`src/lpn_pkg.sv`:
```
// Purpose: Shared constants and types for the low-power and parameter
//          memory controller of a sensorless motor driver.
// Assumes: 125 MHz system clock, 8-bit register port.
// Notes:   Qualification times are plain defaults until characterised.
`default_nettype none

package lpn_pkg;

  // ==========================================================
  // Clock and timing
  localparam int CLK_FREQ_MHZ = 125;
  localparam int QUAL_W = 12;
  localparam int T_EN_SB_ANA_US = 20;
  localparam int T_EN_SL_ANA_US = 20;
  localparam int T_EX_SB_ANA_US = 10;
  localparam int T_EX_SL_ANA_US = 10;
  localparam int T_EN_SB_PWM_US = 30;
  localparam int T_EN_SL_PWM_US = 30;
  localparam int T_EX_SB_PWM_US = 10;
  localparam int T_EX_SL_PWM_US = 10;
  localparam logic [QUAL_W-1:0] EN_SB_ANA_CYC =
    QUAL_W'(T_EN_SB_ANA_US * CLK_FREQ_MHZ);
  localparam logic [QUAL_W-1:0] EN_SL_ANA_CYC =
    QUAL_W'(T_EN_SL_ANA_US * CLK_FREQ_MHZ);
  localparam logic [QUAL_W-1:0] EX_SB_ANA_CYC =
    QUAL_W'(T_EX_SB_ANA_US * CLK_FREQ_MHZ);
  localparam logic [QUAL_W-1:0] EX_SL_ANA_CYC =
    QUAL_W'(T_EX_SL_ANA_US * CLK_FREQ_MHZ);
  localparam logic [QUAL_W-1:0] EN_SB_PWM_CYC =
    QUAL_W'(T_EN_SB_PWM_US * CLK_FREQ_MHZ);
  localparam logic [QUAL_W-1:0] EN_SL_PWM_CYC =
    QUAL_W'(T_EN_SL_PWM_US * CLK_FREQ_MHZ);
  localparam logic [QUAL_W-1:0] EX_SB_PWM_CYC =
    QUAL_W'(T_EX_SB_PWM_US * CLK_FREQ_MHZ);
  localparam logic [QUAL_W-1:0] EX_SL_PWM_CYC =
    QUAL_W'(T_EX_SL_PWM_US * CLK_FREQ_MHZ);
  localparam int NVM_WRITE_TIME_US = 24000;
  localparam int NVM_WRITE_CYCLES_DFLT = NVM_WRITE_TIME_US * CLK_FREQ_MHZ;

  // ==========================================================
  // Analog speed thresholds, exit from sleep above exit from standby
  localparam logic [8:0] LVL_EN_SB = 9'h010;
  localparam logic [8:0] LVL_EN_SL = 9'h010;
  localparam logic [8:0] LVL_EX_SB = 9'h020;
  localparam logic [8:0] LVL_EX_SL = 9'h040;
  localparam logic [8:0] DUTY_FULL = 9'h100;

  // ==========================================================
  // Register map
  localparam logic [7:0] ADDR_SPEED_LO = 8'h00;
  localparam logic [7:0] ADDR_SPEED_HI = 8'h01;
  localparam logic [7:0] ADDR_CONFIG = 8'h02;
  localparam logic [7:0] ADDR_DEV_CTRL = 8'h03;
  localparam logic [7:0] ADDR_NVM_CTRL = 8'h04;
  localparam logic [7:0] ADDR_STATUS = 8'h10;
  localparam logic [7:0] ADDR_PARAM_BASE = 8'h20;
  localparam logic [7:0] ADDR_PARAM_LAST = 8'h2b;
  localparam int PARAM_BYTES = 12;
  localparam int NVM_BITS = 96;
  localparam int PARAM_RES_IDX = 0;
  localparam int PARAM_KT_IDX = 1;
  localparam int PARAM_MODE_IDX = 11;
  localparam int MODE_LSB = 0;
  localparam int CFG_INHIBIT_BIT = 7;
  localparam int NVMC_START_BIT = 0;
  localparam int NVMC_SELECT_BIT = 6;
  localparam int STAT_LOW_POWER_BIT = 6;
  localparam logic [7:0] PROGRAM_KEY = 8'hb6;
  localparam logic [8:0] SPEED_RST = 9'h000;
  localparam logic [7:0] KEY_RST = 8'h00;
  localparam logic INHIBIT_RST = 1'b0;
  localparam logic SELECT_RST = 1'b0;

  // ==========================================================
  // Types
  typedef enum logic [1:0] {
    MODE_ANALOG, MODE_PWM, MODE_REG_PWM_PIN, MODE_REG_ANA_PIN
  } lpn_mode_t;
  typedef enum {ST_LOAD, ST_ACTIVE, ST_LOW_POWER} lpn_pwr_state_t;
  typedef struct packed {
    logic [7:0] addr;
    logic [7:0] wdata;
    logic wr;
    logic rd;
  } lpn_bus_req_t;
  typedef logic signed [7:0] lpn_sample_t;
  typedef lpn_sample_t [2:0] lpn_wave_t;
  typedef logic [2:0][7:0] lpn_duty_t;

endpackage

`default_nettype wire

```
`src/lpn_qual_timer.sv`:
```
// Purpose: Qualification timer, reports a condition held for a count.
// Assumes: limit is at least one.
// Notes:   Any lapse of the condition or the arm restarts the count.
`default_nettype none

module lpn_qual_timer #(
  parameter int W = 12
) (
  input wire logic sys_clk,
  input wire logic rstn,
  input wire logic ce,
  input wire logic arm,
  input wire logic cond,
  input wire logic [W-1:0] limit,
  output logic done
);

  logic [W-1:0] cnt_reg;
  logic [W-1:0] cnt_next;

  // ==========================================================
  // Count
  always_comb begin
    cnt_next = cnt_reg;
    if (!(arm && cond)) begin
      cnt_next = '0;
    end else if (cnt_reg != limit) begin
      cnt_next = cnt_reg + 1'b1;
    end
  end

  always_ff @(posedge sys_clk or negedge rstn) begin
    if (!rstn) begin
      cnt_reg <= '0;
    end else if (ce) begin
      cnt_reg <= cnt_next;
    end
  end

  assign done = arm && cond && (cnt_reg == limit);

endmodule

`default_nettype wire

```
`src/lpn_drive_shaper.sv`:
```
// Purpose: Scales the phase waveform by the peak duty and clamps the
//          lowest phase to ground.
// Assumes: duty is at most full scale (0x100 means 100 percent).
// Notes:   Outputs are registered, one cycle after the inputs.
`default_nettype none

module lpn_drive_shaper
  import lpn_pkg::*;
(
  input wire logic sys_clk,
  input wire logic rstn,
  input wire logic ce,
  input wire logic drive_on,
  input wire logic [8:0] duty,
  input wire logic [7:0] supply,
  input wire lpn_wave_t wave,
  output logic [7:0] amplitude,
  output lpn_duty_t phase_duty
);

  logic signed [9:0] scaled [3];
  logic signed [9:0] floor_val;
  logic [16:0] amp_prod;
  logic [7:0] amp_reg;
  logic [7:0] amp_next;
  lpn_duty_t duty_reg;
  lpn_duty_t duty_next;

  // ==========================================================
  // Per-phase scaling and shift to ground
  generate
    for (genvar p = 0; p < 3; p++) begin : g_phase
      logic signed [17:0] prod;
      assign prod = $signed(wave[p]) * $signed({1'b0, duty});
      assign scaled[p] = 10'(prod >>> 8);
      // Subtracting the common minimum adds the third harmonic term.
      assign duty_next[p] = drive_on ?
        8'(scaled[p] - floor_val) : 8'h00;
    end
  endgenerate

  always_comb begin
    floor_val = scaled[0];
    if (scaled[1] < floor_val) begin
      floor_val = scaled[1];
    end
    if (scaled[2] < floor_val) begin
      floor_val = scaled[2];
    end
    amp_prod = supply * duty;
    // Full scale duty gives the whole supply, half scale gives half.
    amp_next = drive_on ? 8'(amp_prod >> 8) : 8'h00;
  end

  always_ff @(posedge sys_clk or negedge rstn) begin
    if (!rstn) begin
      amp_reg <= '0;
      duty_reg <= '0;
    end else if (ce) begin
      amp_reg <= amp_next;
      duty_reg <= duty_next;
    end
  end

  assign amplitude = amp_reg;
  assign phase_duty = duty_reg;

endmodule

`default_nettype wire

```
`src/lpn_power_ctrl.sv`:
```
// Purpose: Low-power entry and exit, register port and parameter
//          memory programming for a sensorless motor driver.
// Assumes: speed_level is the digitised speed pin (analog level or
//          measured duty), speed_pin its logic level.
// Notes:   rstn stands for power-on; the parameter memory array is not
//          cleared by it and starts from NVM_INIT.
`default_nettype none

// Overview of operation
// - Amplitude scales linearly with peak duty
// - Lowest phase grounded, other two modulated
// - Low power stops motor drive
// - Sleep: regulator, serial off, volatile regs reset
// - Standby: regulator on, registers kept, port live
// - Inhibit blocks entry, never forces exit
// - Status bit 6 set while low power
// - Analog mode: threshold held for time
// - Pulse-width mode: level held for time
// - Register mode enters on zero command
// - Register mode leaves standby on nonzero
// - Register mode leaves sleep via pin only
// - Sleep exit threshold above standby exit
// - Ninety-six bits of parameter memory
// - Write lasts 24 ms, start clears after
// - Memory copied at power-on and sleep exit
// - Register writes override stored values
module lpn_power_ctrl
  import lpn_pkg::*;
#(
  parameter bit SLEEP_VARIANT = 1'b0,
  parameter int NVM_WRITE_CYCLES = NVM_WRITE_CYCLES_DFLT,
  parameter logic [NVM_BITS-1:0] NVM_INIT = '0
) (
  input wire logic sys_clk,
  input wire logic rstn,
  input wire logic ce,
  input wire lpn_bus_req_t bus_req,
  output logic [7:0] rdata,
  input wire logic speed_pin,
  input wire logic [8:0] speed_level,
  input wire logic [7:0] supply_level,
  input wire lpn_wave_t phase_wave,
  output logic drive_enable,
  output logic regulator_enable,
  output logic serial_enable,
  output logic low_power_flag,
  output logic [8:0] peak_duty_output,
  output logic [6:0] phase_resistance_code,
  output logic [6:0] back_emf_constant_code,
  output logic [7:0] drive_amplitude,
  output lpn_duty_t phase_duty
);

  // ==========================================================
  // Variant-dependent limits
  localparam int PW = $clog2(NVM_WRITE_CYCLES + 1);
  localparam logic [PW-1:0] PROG_LAST = PW'(NVM_WRITE_CYCLES - 1);
  localparam logic [QUAL_W-1:0] EN_ANA =
    SLEEP_VARIANT ? EN_SL_ANA_CYC : EN_SB_ANA_CYC;
  localparam logic [QUAL_W-1:0] EN_PWM =
    SLEEP_VARIANT ? EN_SL_PWM_CYC : EN_SB_PWM_CYC;
  localparam logic [QUAL_W-1:0] EX_ANA =
    SLEEP_VARIANT ? EX_SL_ANA_CYC : EX_SB_ANA_CYC;
  localparam logic [QUAL_W-1:0] EX_PWM =
    SLEEP_VARIANT ? EX_SL_PWM_CYC : EX_SB_PWM_CYC;
  // The sleep part needs a higher level to wake than the standby part.
  localparam logic [8:0] LVL_EN = SLEEP_VARIANT ? LVL_EN_SL : LVL_EN_SB;
  localparam logic [8:0] LVL_EX =
    SLEEP_VARIANT ? LVL_EX_SL : LVL_EX_SB;
  localparam int Q_ENTER = 0;
  localparam int Q_EXIT = 1;

  // ==========================================================
  // State
  lpn_pwr_state_t state_reg, state_next;
  logic [8:0] speed_reg, speed_next;
  logic inhibit_reg, inhibit_next;
  logic [7:0] key_reg, key_next;
  logic select_reg, select_next;
  logic busy_reg, busy_next;
  logic [PW-1:0] prog_cnt_reg, prog_cnt_next;
  logic [PARAM_BYTES-1:0][7:0] param_reg, param_next;
  logic [7:0] rdata_reg, rdata_next;
  logic drive_reg, drive_next;
  logic regen_reg, regen_next;
  logic serial_reg, serial_next;
  logic lp_reg, lp_next;
  logic [8:0] duty_reg, duty_next;
  logic [7:0] nvm_mem [PARAM_BYTES];
  logic nvm_commit;

  logic bus_live;
  logic [3:0] param_idx;
  logic in_param;
  logic [7:0] rd_value;
  lpn_mode_t mode;
  logic [8:0] cmd;
  logic [1:0] q_arm, q_cond, q_done;
  logic [QUAL_W-1:0] q_limit [2];

  // Ninety-six bits, one byte per parameter register.
  initial begin
    for (int i = 0; i < PARAM_BYTES; i++) begin
      nvm_mem[i] = NVM_INIT[i*8 +: 8];
    end
  end

  assign mode = lpn_mode_t'(param_reg[PARAM_MODE_IDX][MODE_LSB +: 2]);
  // The port goes deaf in sleep; standby keeps it answering.
  assign bus_live =
    !(SLEEP_VARIANT && state_reg == ST_LOW_POWER);
  assign param_idx = 4'(bus_req.addr - ADDR_PARAM_BASE);
  assign in_param = (bus_req.addr >= ADDR_PARAM_BASE) &&
                    (bus_req.addr <= ADDR_PARAM_LAST);
  assign cmd = (mode == MODE_ANALOG || mode == MODE_PWM) ?
               speed_level : speed_reg;

  // ==========================================================
  // Entry and exit conditions
  always_comb begin
    q_arm[Q_ENTER] = (state_reg == ST_ACTIVE) && !inhibit_reg;
    q_arm[Q_EXIT] = (state_reg == ST_LOW_POWER);
    case (mode)
      MODE_ANALOG: begin
        q_cond[Q_ENTER] = speed_level < LVL_EN;
        q_cond[Q_EXIT] = speed_level > LVL_EX;
        q_limit[Q_ENTER] = EN_ANA;
        q_limit[Q_EXIT] = EX_ANA;
      end
      MODE_PWM: begin
        q_cond[Q_ENTER] = !speed_pin;
        q_cond[Q_EXIT] = speed_pin;
        q_limit[Q_ENTER] = EN_PWM;
        q_limit[Q_EXIT] = EX_PWM;
      end
      MODE_REG_ANA_PIN: begin
        q_cond[Q_ENTER] = speed_reg == '0;
        q_cond[Q_EXIT] = SLEEP_VARIANT ? (speed_level > LVL_EX) :
                         (speed_reg != '0);
        q_limit[Q_ENTER] = EN_PWM;
        q_limit[Q_EXIT] = SLEEP_VARIANT ? EX_ANA : EX_PWM;
      end
      default: begin
        q_cond[Q_ENTER] = speed_reg == '0;
        q_cond[Q_EXIT] = SLEEP_VARIANT ? speed_pin :
                         (speed_reg != '0);
        q_limit[Q_ENTER] = EN_PWM;
        q_limit[Q_EXIT] = EX_PWM;
      end
    endcase
  end

  generate
    for (genvar q = 0; q < 2; q++) begin : g_qual
      lpn_qual_timer #(
        .W(QUAL_W)
      ) u_timer (
        .sys_clk(sys_clk),
        .rstn(rstn),
        .ce(ce),
        .arm(q_arm[q]),
        .cond(q_cond[q]),
        .limit(q_limit[q]),
        .done(q_done[q])
      );
    end
  endgenerate

  // ==========================================================
  // Read mux
  always_comb begin
    rd_value = 8'h00;
    if (in_param) begin
      rd_value = param_reg[param_idx];
    end else begin
      case (bus_req.addr)
        ADDR_SPEED_LO: rd_value = speed_reg[7:0];
        ADDR_SPEED_HI: rd_value = {7'h00, speed_reg[8]};
        ADDR_CONFIG: rd_value = {inhibit_reg, 7'h00};
        ADDR_DEV_CTRL: rd_value = key_reg;
        ADDR_NVM_CTRL: begin
          rd_value[NVMC_SELECT_BIT] = select_reg;
          rd_value[NVMC_START_BIT] = busy_reg;
        end
        ADDR_STATUS: rd_value[STAT_LOW_POWER_BIT] = lp_reg;
        default: rd_value = 8'h00;
      endcase
    end
  end

  // ==========================================================
  // Next state
  always_comb begin
    state_next = state_reg;
    speed_next = speed_reg;
    inhibit_next = inhibit_reg;
    key_next = key_reg;
    select_next = select_reg;
    busy_next = busy_reg;
    prog_cnt_next = prog_cnt_reg;
    param_next = param_reg;
    rdata_next = 8'h00;
    nvm_commit = 1'b0;

    if (busy_reg) begin
      if (prog_cnt_reg == PROG_LAST) begin
        busy_next = 1'b0;
        nvm_commit = 1'b1;
        prog_cnt_next = '0;
      end else begin
        prog_cnt_next = prog_cnt_reg + 1'b1;
      end
    end

    if (bus_live && bus_req.wr) begin
      if (in_param) begin
        param_next[param_idx] = bus_req.wdata;
      end else begin
        case (bus_req.addr)
          ADDR_SPEED_LO: speed_next[7:0] = bus_req.wdata;
          ADDR_SPEED_HI: speed_next[8] = bus_req.wdata[0];
          ADDR_CONFIG: inhibit_next = bus_req.wdata[CFG_INHIBIT_BIT];
          ADDR_DEV_CTRL: key_next = bus_req.wdata;
          ADDR_NVM_CTRL: begin
            select_next = bus_req.wdata[NVMC_SELECT_BIT];
            if (bus_req.wdata[NVMC_START_BIT]) begin
              // A start without the key and the select bit begins no write but still clears the key.
              if (key_reg == PROGRAM_KEY && select_reg && !busy_reg) begin
                busy_next = 1'b1;
                prog_cnt_next = '0;
              end
              key_next = KEY_RST;
            end
          end
          default: begin
          end
        endcase
      end
    end

    if (bus_live && bus_req.rd) begin
      rdata_next = rd_value;
    end

    case (state_reg)
      ST_LOAD: begin
        for (int i = 0; i < PARAM_BYTES; i++) begin
          param_next[i] = nvm_mem[i];
        end
        state_next = ST_ACTIVE;
      end
      ST_ACTIVE: begin
        if (q_done[Q_ENTER]) begin
          state_next = ST_LOW_POWER;
          if (SLEEP_VARIANT) begin
            speed_next = SPEED_RST;
            inhibit_next = INHIBIT_RST;
            key_next = KEY_RST;
            select_next = SELECT_RST;
          end
        end
      end
      ST_LOW_POWER: begin
        // Sleep loses working values, so waking reloads them.
        if (q_done[Q_EXIT]) begin
          state_next = SLEEP_VARIANT ? ST_LOAD : ST_ACTIVE;
        end
      end
      default: state_next = ST_LOAD;
    endcase

    drive_next = (state_next == ST_ACTIVE);
    lp_next = (state_next == ST_LOW_POWER);
    regen_next = !(SLEEP_VARIANT && lp_next);
    serial_next = regen_next;
    if (state_next != ST_ACTIVE) begin
      duty_next = 9'h000;
    end else if (cmd > DUTY_FULL) begin
      duty_next = DUTY_FULL;
    end else begin
      duty_next = cmd;
    end
  end

  // ==========================================================
  // Registers
  always_ff @(posedge sys_clk or negedge rstn) begin
    if (!rstn) begin
      state_reg <= ST_LOAD;
      speed_reg <= SPEED_RST;
      inhibit_reg <= INHIBIT_RST;
      key_reg <= KEY_RST;
      select_reg <= SELECT_RST;
      busy_reg <= 1'b0;
      prog_cnt_reg <= '0;
      param_reg <= '0;
      rdata_reg <= 8'h00;
      drive_reg <= 1'b0;
      regen_reg <= 1'b1;
      serial_reg <= 1'b1;
      lp_reg <= 1'b0;
      duty_reg <= 9'h000;
    end else if (ce) begin
      state_reg <= state_next;
      speed_reg <= speed_next;
      inhibit_reg <= inhibit_next;
      key_reg <= key_next;
      select_reg <= select_next;
      busy_reg <= busy_next;
      prog_cnt_reg <= prog_cnt_next;
      param_reg <= param_next;
      rdata_reg <= rdata_next;
      drive_reg <= drive_next;
      regen_reg <= regen_next;
      serial_reg <= serial_next;
      lp_reg <= lp_next;
      duty_reg <= duty_next;
    end
  end

  // The array survives reset on purpose: it stands for the memory cells.
  // A plain always, since the initial block also writes the array.
  always @(posedge sys_clk) begin
    if (ce && nvm_commit) begin
      for (int i = 0; i < PARAM_BYTES; i++) begin
        nvm_mem[i] <= param_reg[i];
      end
    end
  end

  // ==========================================================
  // Drive shaping
  lpn_drive_shaper u_shaper (
    .sys_clk(sys_clk),
    .rstn(rstn),
    .ce(ce),
    .drive_on(drive_reg),
    .duty(duty_reg),
    .supply(supply_level),
    .wave(phase_wave),
    .amplitude(drive_amplitude),
    .phase_duty(phase_duty)
  );

  assign rdata = rdata_reg;
  assign drive_enable = drive_reg;
  assign regulator_enable = regen_reg;
  assign serial_enable = serial_reg;
  assign low_power_flag = lp_reg;
  assign peak_duty_output = duty_reg;
  assign phase_resistance_code = param_reg[PARAM_RES_IDX][6:0];
  assign back_emf_constant_code = param_reg[PARAM_KT_IDX][6:0];

endmodule

`default_nettype wire

```
`config.mk`:
```
export PLATFORM = sky130hd
export DESIGN_NAME = lpn_power_ctrl
export DESIGN_NICKNAME = d
export VERILOG_FILES = /design/src/lpn_pkg.sv /design/src/lpn_qual_timer.sv /design/src/lpn_drive_shaper.sv /design/src/lpn_power_ctrl.sv
export SDC_FILE = /design/constraint.sdc
export NUM_CORES = 1
export LEC_CHECK = 0
export CAP_MARGIN = 20
export CORE_MARGIN = 2
export CORE_UTILIZATION = 44
export CTS_CLUSTER_SIZE = 20
export DETAILED_ROUTE_END_ITERATION = 10
export DONT_BUFFER_PORTS = 1
export PLACE_DENSITY_LB_ADDON = 0.05
export SLEW_MARGIN = 20
export SYNTH_ARGS = -nofsm -noshare
export SYNTH_HDL_FRONTEND = slang
export SYNTH_SLANG_ARGS = --single-unit
```
`constraint.sdc`:
```
create_clock -name sys_clk -period 28.9 [get_ports sys_clk]
set_input_delay 2.89 -clock sys_clk [delete_from_list [all_inputs] [get_ports sys_clk]]
set_output_delay 2.89 -clock sys_clk [all_outputs]
set_load 0.02 [all_outputs]
```
# --- Yosys cells after proc, flatten, opt, wreduce, memory -nomap -nowiden ---
# Memories as Yosys holds them, arrays and structs flattened.
# Cells that the tools add are included.
totals:
  output_inout_bits: 67
  ff_bits: 245
  mem_bits_rw: 96
  input_bits: 63
  mem_count: 1
op_classes:
  n_addsub: 7
  multipliers: 4
  eq_ne: 22
  n_reduce_logical: 30
  mux: 52
  bitwise_logic: 1
  magnitude_cmp: 9
memory_table:
  columns: ["name", "depth", "width", "rd", "rd_clocked_by_memory_dff", "wr", "line_no", "rtl"]
  rows:
  - ["nvm_mem", 12, 8, 12, 0, 12, "lpn_power_ctrl.sv:89", "logic [7:0] nvm_mem [PARAM_BYTES];"]
op_table:
  columns: ["op", "count"]
  rows:
  - ["$mux W96", 3]
  - ["$mux W22", 7]
  - ["$bwmux W96", 1]
  - ["$eq A32 B2 Y1 const B", 3]
  - ["$pmux W32 S3", 1]
  - ["$mux W8", 10]
  - ["$eq A32 B3 Y1 const B", 2]
  - ["$mux W32", 2]
  - ["$mul A8 B10 Y18", 3]
  - ["$mux W12", 4]
  - ["$bmux W8 S4", 1]
  - ["$demux W8 S4", 1]
  - ["$eq A32 B1 Y1 const B", 1]
  - ["$logic_not A32 Y1", 1]
  - ["$ne A32 B2 Y1 const B", 1]
  - ["$mux W9", 3]
  - ["$add A12 B1 Y12 const B", 2]
  - ["$eq A12 B12 Y1", 2]
  - ["$ne A12 B12 Y1", 2]
  - ["$sub A8 B8 Y8", 3]
  - ["$mux W23", 1]
  - ["$add A22 B1 Y22 const B", 1]
  - ["$eq A22 B22 Y1 const B", 1]
  - ["$lt A10 B10 Y1", 2]
  - ["other kinds (37)", 67]

# --- Logic depth before layout (Yosys ltp) ---
# Gate-level depths: netlist (run 1).
depth:
  word_depth: 9
  mapped_depth: 51

# --- Hierarchy ---
# From an unflattened synthesis (run 1), not the netlist that was laid out.
unflattened:
  cells_unflattened: 2667
  hier_area_um2: 26809.5
modules_own_cells:
  columns: ["module", "cells_each", "area_per_inst_um2", "instances"]
  rows:
  - ["lpn_power_ctrl", 1126, 13360.3, 1]
  - ["lpn_drive_shaper", 1356, 11807.6, 1]
  - ["lpn_qual_timer at g_qual[1].u_timer", 91, 832.0, 1]
  - ["lpn_qual_timer at g_qual[0].u_timer", 94, 809.5, 1]

# --- Least setup slack after synthesis (run 1) ---
# No wires, ideal clock.
synth_timing:
  path_type: "input -> register"
  startpoint: "input phase_wave[15] (netlist name)"
  endpoint: "register u_shaper.duty_reg (netlist bit u_shaper.phase_duty[14])"
  path_slack_ns: 16.251
  t_required_ns: 28.766
  cell_stages: 41
  setup_time_ns: 0.134
  arrival_ns: 12.515
  path_buffers: 2
  path_cell_list: "inv_1 -> fa_1 -> fa_1 -> inv_1 -> fa_1 -> inv_1 -> fa_1 -> inv_1 -> ha_1 -> a21o_1 -> and2_1 -> o31ai_1 -> a21oi_1 -> o311ai_1 -> ha_1 -> nand4_1 -> a21o_1 -> a31o_1 -> [... 5 more ...] -> ha_1 -> and4_1 -> and3_1 -> nand2_1 -> a31o_2 -> a22oi_1 -> a211oi_1 -> o31ai_2 -> a31oi_4 -> buf_2 -> buf_1 -> a21oi_1 -> ha_1 -> fa_1 -> maj3_1 -> maj3_1 -> o211ai_1 -> o211ai_1"
synth_between:
  elab_chain_cells: 7
synth_lines:
  columns: ["element", "line_no", "rtl"]
  rows:
  - ["start, declared", "lpn_power_ctrl.sv:42", "input wire lpn_wave_t phase_wave,"]
  - ["$mul A8 B10 Y18 *", "lpn_drive_shaper.sv:34", "assign prod = $signed(wave[p]) * $signed({1'b0, duty});"]
  - ["$lt A10 B10 Y1", "lpn_drive_shaper.sv:44", "if (scaled[1] < floor_val) begin"]
  - ["$mux W10", "lpn_drive_shaper.sv:44", null]
  - ["$lt A10 B10 Y1", "lpn_drive_shaper.sv:47", "if (scaled[2] < floor_val) begin"]
  - ["$mux W8", "lpn_drive_shaper.sv:47", null]
  - ["$sub A8 B8 Y8 *", "lpn_drive_shaper.sv:38", "8'(scaled[p] - floor_val) : 8'h00;"]
  - ["$mux W8 *", "lpn_drive_shaper.sv:37", "assign duty_next[p] = drive_on ?"]
  - ["end signal, assigned", "lpn_drive_shaper.sv:61", "duty_reg <= duty_next;"]
  - ["end, declared", "lpn_drive_shaper.sv:26", "lpn_duty_t duty_reg;"]
# Mark *: on every way between the ends. The rest lies on a longest branch, timed or not.
# A chain may end at the register's enable or synchronous reset.

# --- Final worst setup path (run 1) ---
layout_timing:
  startpoint: "input phase_wave[7] (netlist name)"
  endpoint: "register u_shaper.duty_reg (netlist bit u_shaper.phase_duty[22])"
layout_between:
  elab_chain_cells: 7
layout_lines:
  columns: ["element", "line_no"]
  rows:
  - ["$mul A8 B10 Y18 *", "lpn_drive_shaper.sv:34"]
  - ["$lt A10 B10 Y1", "lpn_drive_shaper.sv:44"]
  - ["$mux W10 *", "lpn_drive_shaper.sv:44"]
  - ["$lt A10 B10 Y1", "lpn_drive_shaper.sv:47"]
  - ["$mux W8 *", "lpn_drive_shaper.sv:47"]
  - ["$sub A8 B8 Y8 *", "lpn_drive_shaper.sv:38"]
  - ["$mux W8 *", "lpn_drive_shaper.sv:37"]
# Marked as above.

==> impl_metrics.py, run 1 <==
metrics = {
    "synth": {
        "synth.avg_cell_area_um2": 9.814,
        "synth_top_area_cell": "dfrtp_1",
        "synthTopCellsByArea": "dfrtp_1 24%, fa_1 13%, edfxtp_1 11%, ha_1 9.3%, and2_1 4.0%",
        "yosys-top-cells-count": "263 x inv_1, 245 x dfrtp_1, 223 x nand2_1, 217 x nor2_1, 191 x ha_1",
        "synth-edff-count": 96,
        "synth.top_cell.area_share": 0.2398,
        "yosysMostFrequentCell": "inv_1",
        "synth_cell_types": 89,
        "synth-async-reset-ratio": 0.7185,
        "syn_inst": 2605,
        "synth_seq_cells": 341,
        "synth.cell_area_um2": 25560,
        "yosysSeqAreaShare": 0.3526,
        "ys_warn_count": 0,
        "synth_ff_type": "dfrtp_1",
    },
    "power_and_ir_drop": {
        "seqPwrFrac": 0.250,
        "p_switching_mw": 1.302,
        "leakage_nw": 12.37,
        "power.share.switching": 0.4523,
        "clockPowerShare": 0.173,
        "p_per_area_nw_per_um2": 104.9,
        "p_int_mw": 1.577,
        "p_comb_frac": 0.577,
        "irDropWorstVdd_v": 0.00009959,
    },
    "routing": {
        "drt_pass1_iterations": 5,
        "drt_iter0_drc": 1232,
        "vias": 18750,
        "drc_errors": 0,
        "routed_wl_um": 70220,
        "ant_nets": 0,
        "viasPerCell": 5.623,
        "routedWlPerCell_um": 21.06,
    },
    "finish": {
        "syn2layout_area_growth_pct": 7.410,
        "layout-drive-gt1-share": 0.06578,
        "post-route-util": 0.4768,
        "largest_register_ff_count": 96,
        "n_antenna_cell": 0,
        "fin_nets": 2958,
    },
    "clocking": {
        "htreeDepth": 2,
        "hold_buffers": 0,
        "clock_path_buffers": 3,
        "cts_tree": "done",
        "clkSinkCount": 341,
        "cts_made_buffers": 39,
        "post_cts_buffers": 0,
        "root_buffer": "clkbuf_16",
        "clk_pin_slew_ns": 0.06,
        "clock_latency_ns": 0.55,
        "cts_resized": 0,
    },
    "timing": {
        "fin_tns_setup_ns": 0,
        "finalCritPeriodShare": 0.4659,
        "hold_viol_final": 0,
        "fin_crit_ns": 13.46,
        "setup_viol": 0,
        "worstMarginPinSlew_ns": 1.104,
        "slew_headroom": 0.2641,
        "fmax_mhz": 74.27,
        "skew_ns": 0.01514,
        "rsz0062_at_grt": "no",
        "drv_slew": 0,
    },
    "run": {
        "drv_cap": 0,
    },
    "critical_path": {
        "cp-end-kind": "register",
        "crit_type": "in -> reg",
        "start_kind": "input port",
        "critPathArrivalTime_ns": 13.89,
        "cp.required_ns": 29.33,
        "crit_path_max_incr_delay_ns": 0.65,
        "slowest_stage": "a31oi_4",
        "crit_fanout": 28,
    },
    "grt": {
        "overflow": 0,
        "grt_max_degree": 246,
        "grt_pass1_wl_um": 113300,
        "grt_pass1_vias": 19380,
        "grtUsageTotal": 0.2402,
        "antenna_found_initial": 0,
    },
    "status": {
        "status": "finished, final reports clean",
    },
    "floorplanning": {
        "core-area_um2": 57590,
        "dieArea_um2": 60040,
        "initial_utilization": 0.4439,
        "die_x_um": 245.0,
        "rows": 88,
        "ios": 130,
        "die_y_um": 245.0,
    },
    "placement": {
        "portBuffers": 0,
        "dp_hpwl_um": 50110,
        "gp_congestion": 0.8364,
    },
    "worst_hold_path": {
        "hold_class": "reg -> reg",
    },
}
metal layers:
metal  up-vias  part of all wire  track usage
li1       8838                 -            -
met3        89             0.053      0.04647
met5         -                 0            0
met1      9441              0.45       0.3296
met2       380              0.47       0.3858
met4         0             0.028      0.07138
power groups by stage:
stage | Clock [mW] | Combinational (mW) | Sequential (mW)
after floorplan | 0 | 1.27 | 0.674
after global placement | 0 | 1.63 | 0.725
after detailed placement | 0 | 1.65 | 0.728
after CTS | 0.512 | 1.67 | 0.720
after global routing | 0.529 | 1.86 | 0.731
final | 0.499 | 1.66 | 0.720
cell type report:
type | count | area, µm²
Multi-Input combinational cell | 1874 | 15070
Tap cell | 765 | 957.2
Clock buffer | 54 | 1112
Inverter | 266 | 998.5
Clock inverter | 16 | 168.9
Timing Repair Buffer | 18 | 138.9
Fill cell | 5433 | 30130
Sequential cell | 341 | 9014
cell usage in the layout, fill, tap and decap left out, drive strengths merged, types with 12 or more instances in the layout:
cell type,instances
nor2b,44
o21ai,68
edfxtp,96
mux2i,21
a21o,12
mux2,23
nor3,27
a21oi,169
mux4,24
o31ai,18
o2bb2ai,15
a22o,22
and2,164
buf,18
nor2,217
nand3,35
nand2,223
ha,191
o22ai,98
nand4,23
xnor2,44
and3,26
nor4,15
clkbuf,54
nand2b,30
fa,164
inv,267
dfrtp,245
xor2,30
through the flow:
step / std cells / hold WS (ns) / setup WS, ns / cell area [µm²] / power [mW]
finish: 3334 / 0.4624 / 15.44 / 27460 / 2.880
CTS: 3334 / 0.4670 / 15.61 / 27450 / 2.898
detailed placement: 3264 / 0.4571 / 15.06 / 26170 / 2.378
global placement: 3264 / 0.4476 / 15.29 / 26170 / 2.359
global route: 3334 / 0.4789 / 14.42 / 27460 / 3.125
floorplan: 2606 / 0.4231 / 16.25 / 25570 / 1.946
final timing paths:
path / start / endpoint / slack (ns) / cells after the start
hold reg to reg: param_reg[18] / nvm_mem[0][18] / 0.46 / 0
max in group asynchronous: rstn / g_qual[1].u_timer.cnt_reg[11] / 26.29 / 0
min in group asynchronous: rstn / param_reg[58] / 2.05 / 0
hold / removal: param_reg[18] / nvm_mem[0][18] / 0.46 / 0
setup / recovery: phase_wave[7] / u_shaper.phase_duty[22] / 15.44 / 43
setup reg to reg: peak_duty_output[5] / u_shaper.phase_duty[22] / 16.43 / 43
cells by family after synthesis:
family / share of synthesized area
adders and majority gates: 0.2244
muxes: 0.03964
DFF: 0.3526
and+or+nand+nor: 0.1648
AOI/OAI and AO/OA: 0.1332
other: 0.0001467
xor gates and xnor gates: 0.02535
buffers and inverters: 0.05986
worst max-delay path: cells and delay by family:
| kind | cells | cell delay, ns |
|---|---|---|
| XOR/XNOR | 2 | 0.69 |
| buffers and inverters | 5 | 0.62 |
| AND/OR/NAND/NOR | 7 | 1.39 |
| AO/OA/AOI/OAI | 20 | 4.86 |
| adder cells (fa/ha/maj) | 9 | 3.44 |
Note: power is estimated with default switching activity, not from simulation.
==> run 2: changes to the inputs <==
--- a/config.mk
+++ b/config.mk
@@ -5,6 +5,7 @@
 export SDC_FILE = /design/constraint.sdc
 export NUM_CORES = 1
 export LEC_CHECK = 0
+export ABC_AREA = 1
 export CAP_MARGIN = 20
 export CORE_MARGIN = 2
 export CORE_UTILIZATION = 44
==> constraint.sdc (replaced) <==
create_clock -name sys_clk -period 13.1 [get_ports sys_clk]
set_input_delay 1.31 -clock sys_clk [delete_from_list [all_inputs] [get_ports sys_clk]]
set_output_delay 1.31 -clock sys_clk [all_outputs]
set_load 0.02 [all_outputs]
==> run 2 against run 1 <==
Compared with the run above:
- cell count grew 21%
- routed wire length grew 8.2%
- cell area grew 4.5%
- non-clock buffer count grew 5
- utilization shrank 0.24 points
- synthesized cell count grew 28%
- via count grew 15%
- global-route usage grew 0.50 points
- first-iteration DRC count grew 15%
- critical path type is now reg -> reg
- highest routed layer is now met5
==> impl_metrics.py, run 2 <==
metrics = {
    "finish": {
        "nFillCells": 5912,
        "largest_register_ff_count": 96,
        "fin_nets": 3654,
        "final_common_cell": "nand2_1",
        "syn2layout_area_growth_pct": 6.557,
        "final_cell_mix": "690 x nand2_1, 683 x inv_1, 245 x dfrtp_1, 220 x o21ai_0, 207 x nor2_1",
        "layout-drive-gt1-share": 0.05358,
    },
    "synth": {
        "synthTopCellsByArea": "dfrtp_1 23%, fa_1 12%, edfxtp_1 11%, nand2_1 9.6%, inv_1 9.5%",
        "yosysSeqAreaShare": 0.3348,
        "synth_ff_type": "dfrtp_1",
        "synth.top_cell.area_share": 0.2277,
        "syn_inst": 3327,
        "synth_cell_types": 65,
        "synth_top_area_cell": "dfrtp_1",
        "yosys-top-cells-count": "690 x nand2_1, 684 x inv_1, 245 x dfrtp_1, 221 x o21ai_0, 208 x nor2_1",
        "ys_warn_count": 0,
        "yosysMostFrequentCell": "nand2_1",
        "synth-async-reset-ratio": 0.7185,
        "synth_seq_cells": 341,
        "synth.cell_area_um2": 26920,
        "synth-edff-count": 96,
        "synth.avg_cell_area_um2": 8.092,
    },
    "run": {
        "drv_cap": 0,
    },
    "critical_path": {
        "cp.required_ns": 13.53,
        "crit_path_max_incr_delay_ns": 0.97,
        "slowest_stage": "dfrtp_1",
        "crit_type": "reg -> reg",
        "r2r-start": "peak_duty_output[4]",
        "r2r_cells": 49,
        "cp-end-kind": "register",
        "worst-path-buf-inv": 7,
        "r2r_end": "u_shaper.phase_duty[14]",
        "crit_fanout": 18,
        "cp_top_family": "adder cells",
        "critPathArrivalTime_ns": 9.76,
        "r2r_slack_ns": 3.77,
        "start_kind": "register",
        "path_common_cell": "nand2_1",
    },
    "floorplanning": {
        "rows": 90,
        "die_y_um": 251.4,
        "initial_utilization": 0.4452,
        "die_x_um": 251.4,
        "core-area_um2": 60470,
        "dieArea_um2": 63180,
        "ios": 130,
    },
    "timing": {
        "rsz0062_at_grt": "no",
        "setup_viol": 0,
        "skew_ns": 0.02285,
        "finalCritPeriodShare": 0.7121,
        "drv_slew": 0,
        "hold_viol_final": 0,
        "slew_headroom": 0.2752,
        "fin_crit_ns": 9.329,
        "worstMarginPinSlew_ns": 1.083,
        "fmax_mhz": 107.2,
        "fin_tns_setup_ns": 0,
    },
    "status": {
        "status": "finished, final reports clean",
    },
    "grt": {
        "grt_pass1_wl_um": 122000,
        "grt_pass1_vias": 22190,
        "grt_max_degree": 246,
        "overflow": 0,
        "antenna_found_initial": 3,
        "grtUsageTotal": 0.2452,
    },
    "worst_hold_path": {
        "min_path_cells": 0,
        "hold_class": "reg -> reg",
        "holdPathEnd": "nvm_mem[0][26]",
        "min_from": "param_reg[26]",
    },
    "placement": {
        "portBuffers": 0,
        "dp_hpwl_um": 54910,
        "gp_congestion": 0.8992,
    },
    "routing": {
        "ant_nets": 0,
        "vias": 21610,
        "routedWlPerCell_um": 18.77,
        "routed_wl_um": 75990,
        "viasPerCell": 5.337,
        "drc_errors": 0,
        "drt_iter0_drc": 1413,
        "drt_pass1_iterations": 5,
    },
    "clocking": {
        "root_buffer": "clkbuf_16",
        "clock_path_buffers": 3,
        "clk_pin_slew_ns": 0.06,
        "cts_tree": "done",
        "cts_made_buffers": 40,
        "htreeDepth": 2,
        "clkSinkCount": 341,
        "clock_latency_ns": 0.56,
        "post_cts_buffers": 0,
        "cts_resized": 0,
        "hold_buffers": 0,
    },
}
run 2: cell count changes after synthesis, moves of 26 or more:
cell      change
inv_1       +421
nand3_1      +70
nor2b_1      -44
o21ai_0     +157
o22ai_1      -68
xnor2_1      -30
a21oi_1      -63
nand2b_1     -30
o211ai_1     +46
nand2_2      +26
nand2_1     +467
o41ai_1      +28
and2_1      -164
run 2: routing by layer:
layer | vias to the layer above | GRT usage | wire length (µm) | share of wire
met5 | - | 0 | 24 | 0.00032
met3 | 120 | 0.04328 | 4233 | 0.056
met2 | 490 | 0.4093 | 36000 | 0.47
met1 | 10560 | 0.3197 | 32870 | 0.43
li1 | 10440 | - | - | -
met4 | 4 | 0.08929 | 2870 | 0.038
run 2: how the worst max path moves through the flow:
stage	from	to	slack [ns]	cells past startpoint
3_5_place_dp	phase_wave[15]	u_shaper.phase_duty[14]	3.41	50
6_report	peak_duty_output[4]	u_shaper.phase_duty[14]	3.77	49
2_1_floorplan	phase_wave[2]	u_shaper.phase_duty[14]	4.05	51
5_1_grt	peak_duty_output[4]	u_shaper.phase_duty[14]	2.88	50
4_1_cts	peak_duty_output[4]	u_shaper.phase_duty[14]	3.73	48
3_3_place_gp	phase_wave[15]	u_shaper.phase_duty[14]	3.58	52
run 2: through the flow:
step                      cells  cell area (µm²)  utilization  worst slack, ns  hold WS [ns]
after floorplan            3328            26930            -            4.052        0.4231
after global placement     3975            27420       0.4534            3.584        0.4313
after detailed placement   3975            27430       0.4535            3.415        0.4317
after CTS                  4047            28650       0.4738            3.733        0.4332
after global routing       4049            28690       0.4744            2.880        0.4410
final                      4049            28690       0.4744            3.771        0.4446
run 2: area by class of cell:
type | instances | area, µm² | share of cell area
multi-input cells | 2130 | 14640 | 0.5104
flip-flops and latches | 341 | 9014 | 0.3142
clock buffers | 57 | 1085 | 0.03781
clock inverters | 15 | 143.9 | 0.005015
repair buffers | 23 | 190.2 | 0.006629
well taps | 782 | 978.4 | 0.03411
diodes | 1 | 2.502 | 0.00008723
inverters | 700 | 2633 | 0.09176
run 2: logic make-up (layout without fill, tap and decap cells):
kind of cell    after synthesis  count (layout)  synth area share
fa+ha+maj                   355             355            0.2107
simple gates               1160            1160            0.1871
compound gates              577             577            0.1326
xor+xnor                     36              36           0.01171
flops                       341             341            0.3348
buf+inv                     857             795            0.1229
other cells                   1               3         0.0001393
Power of run 2 is not shown: default switching activity piles up to over one toggle a cycle in this logic, so the estimate is an artifact.
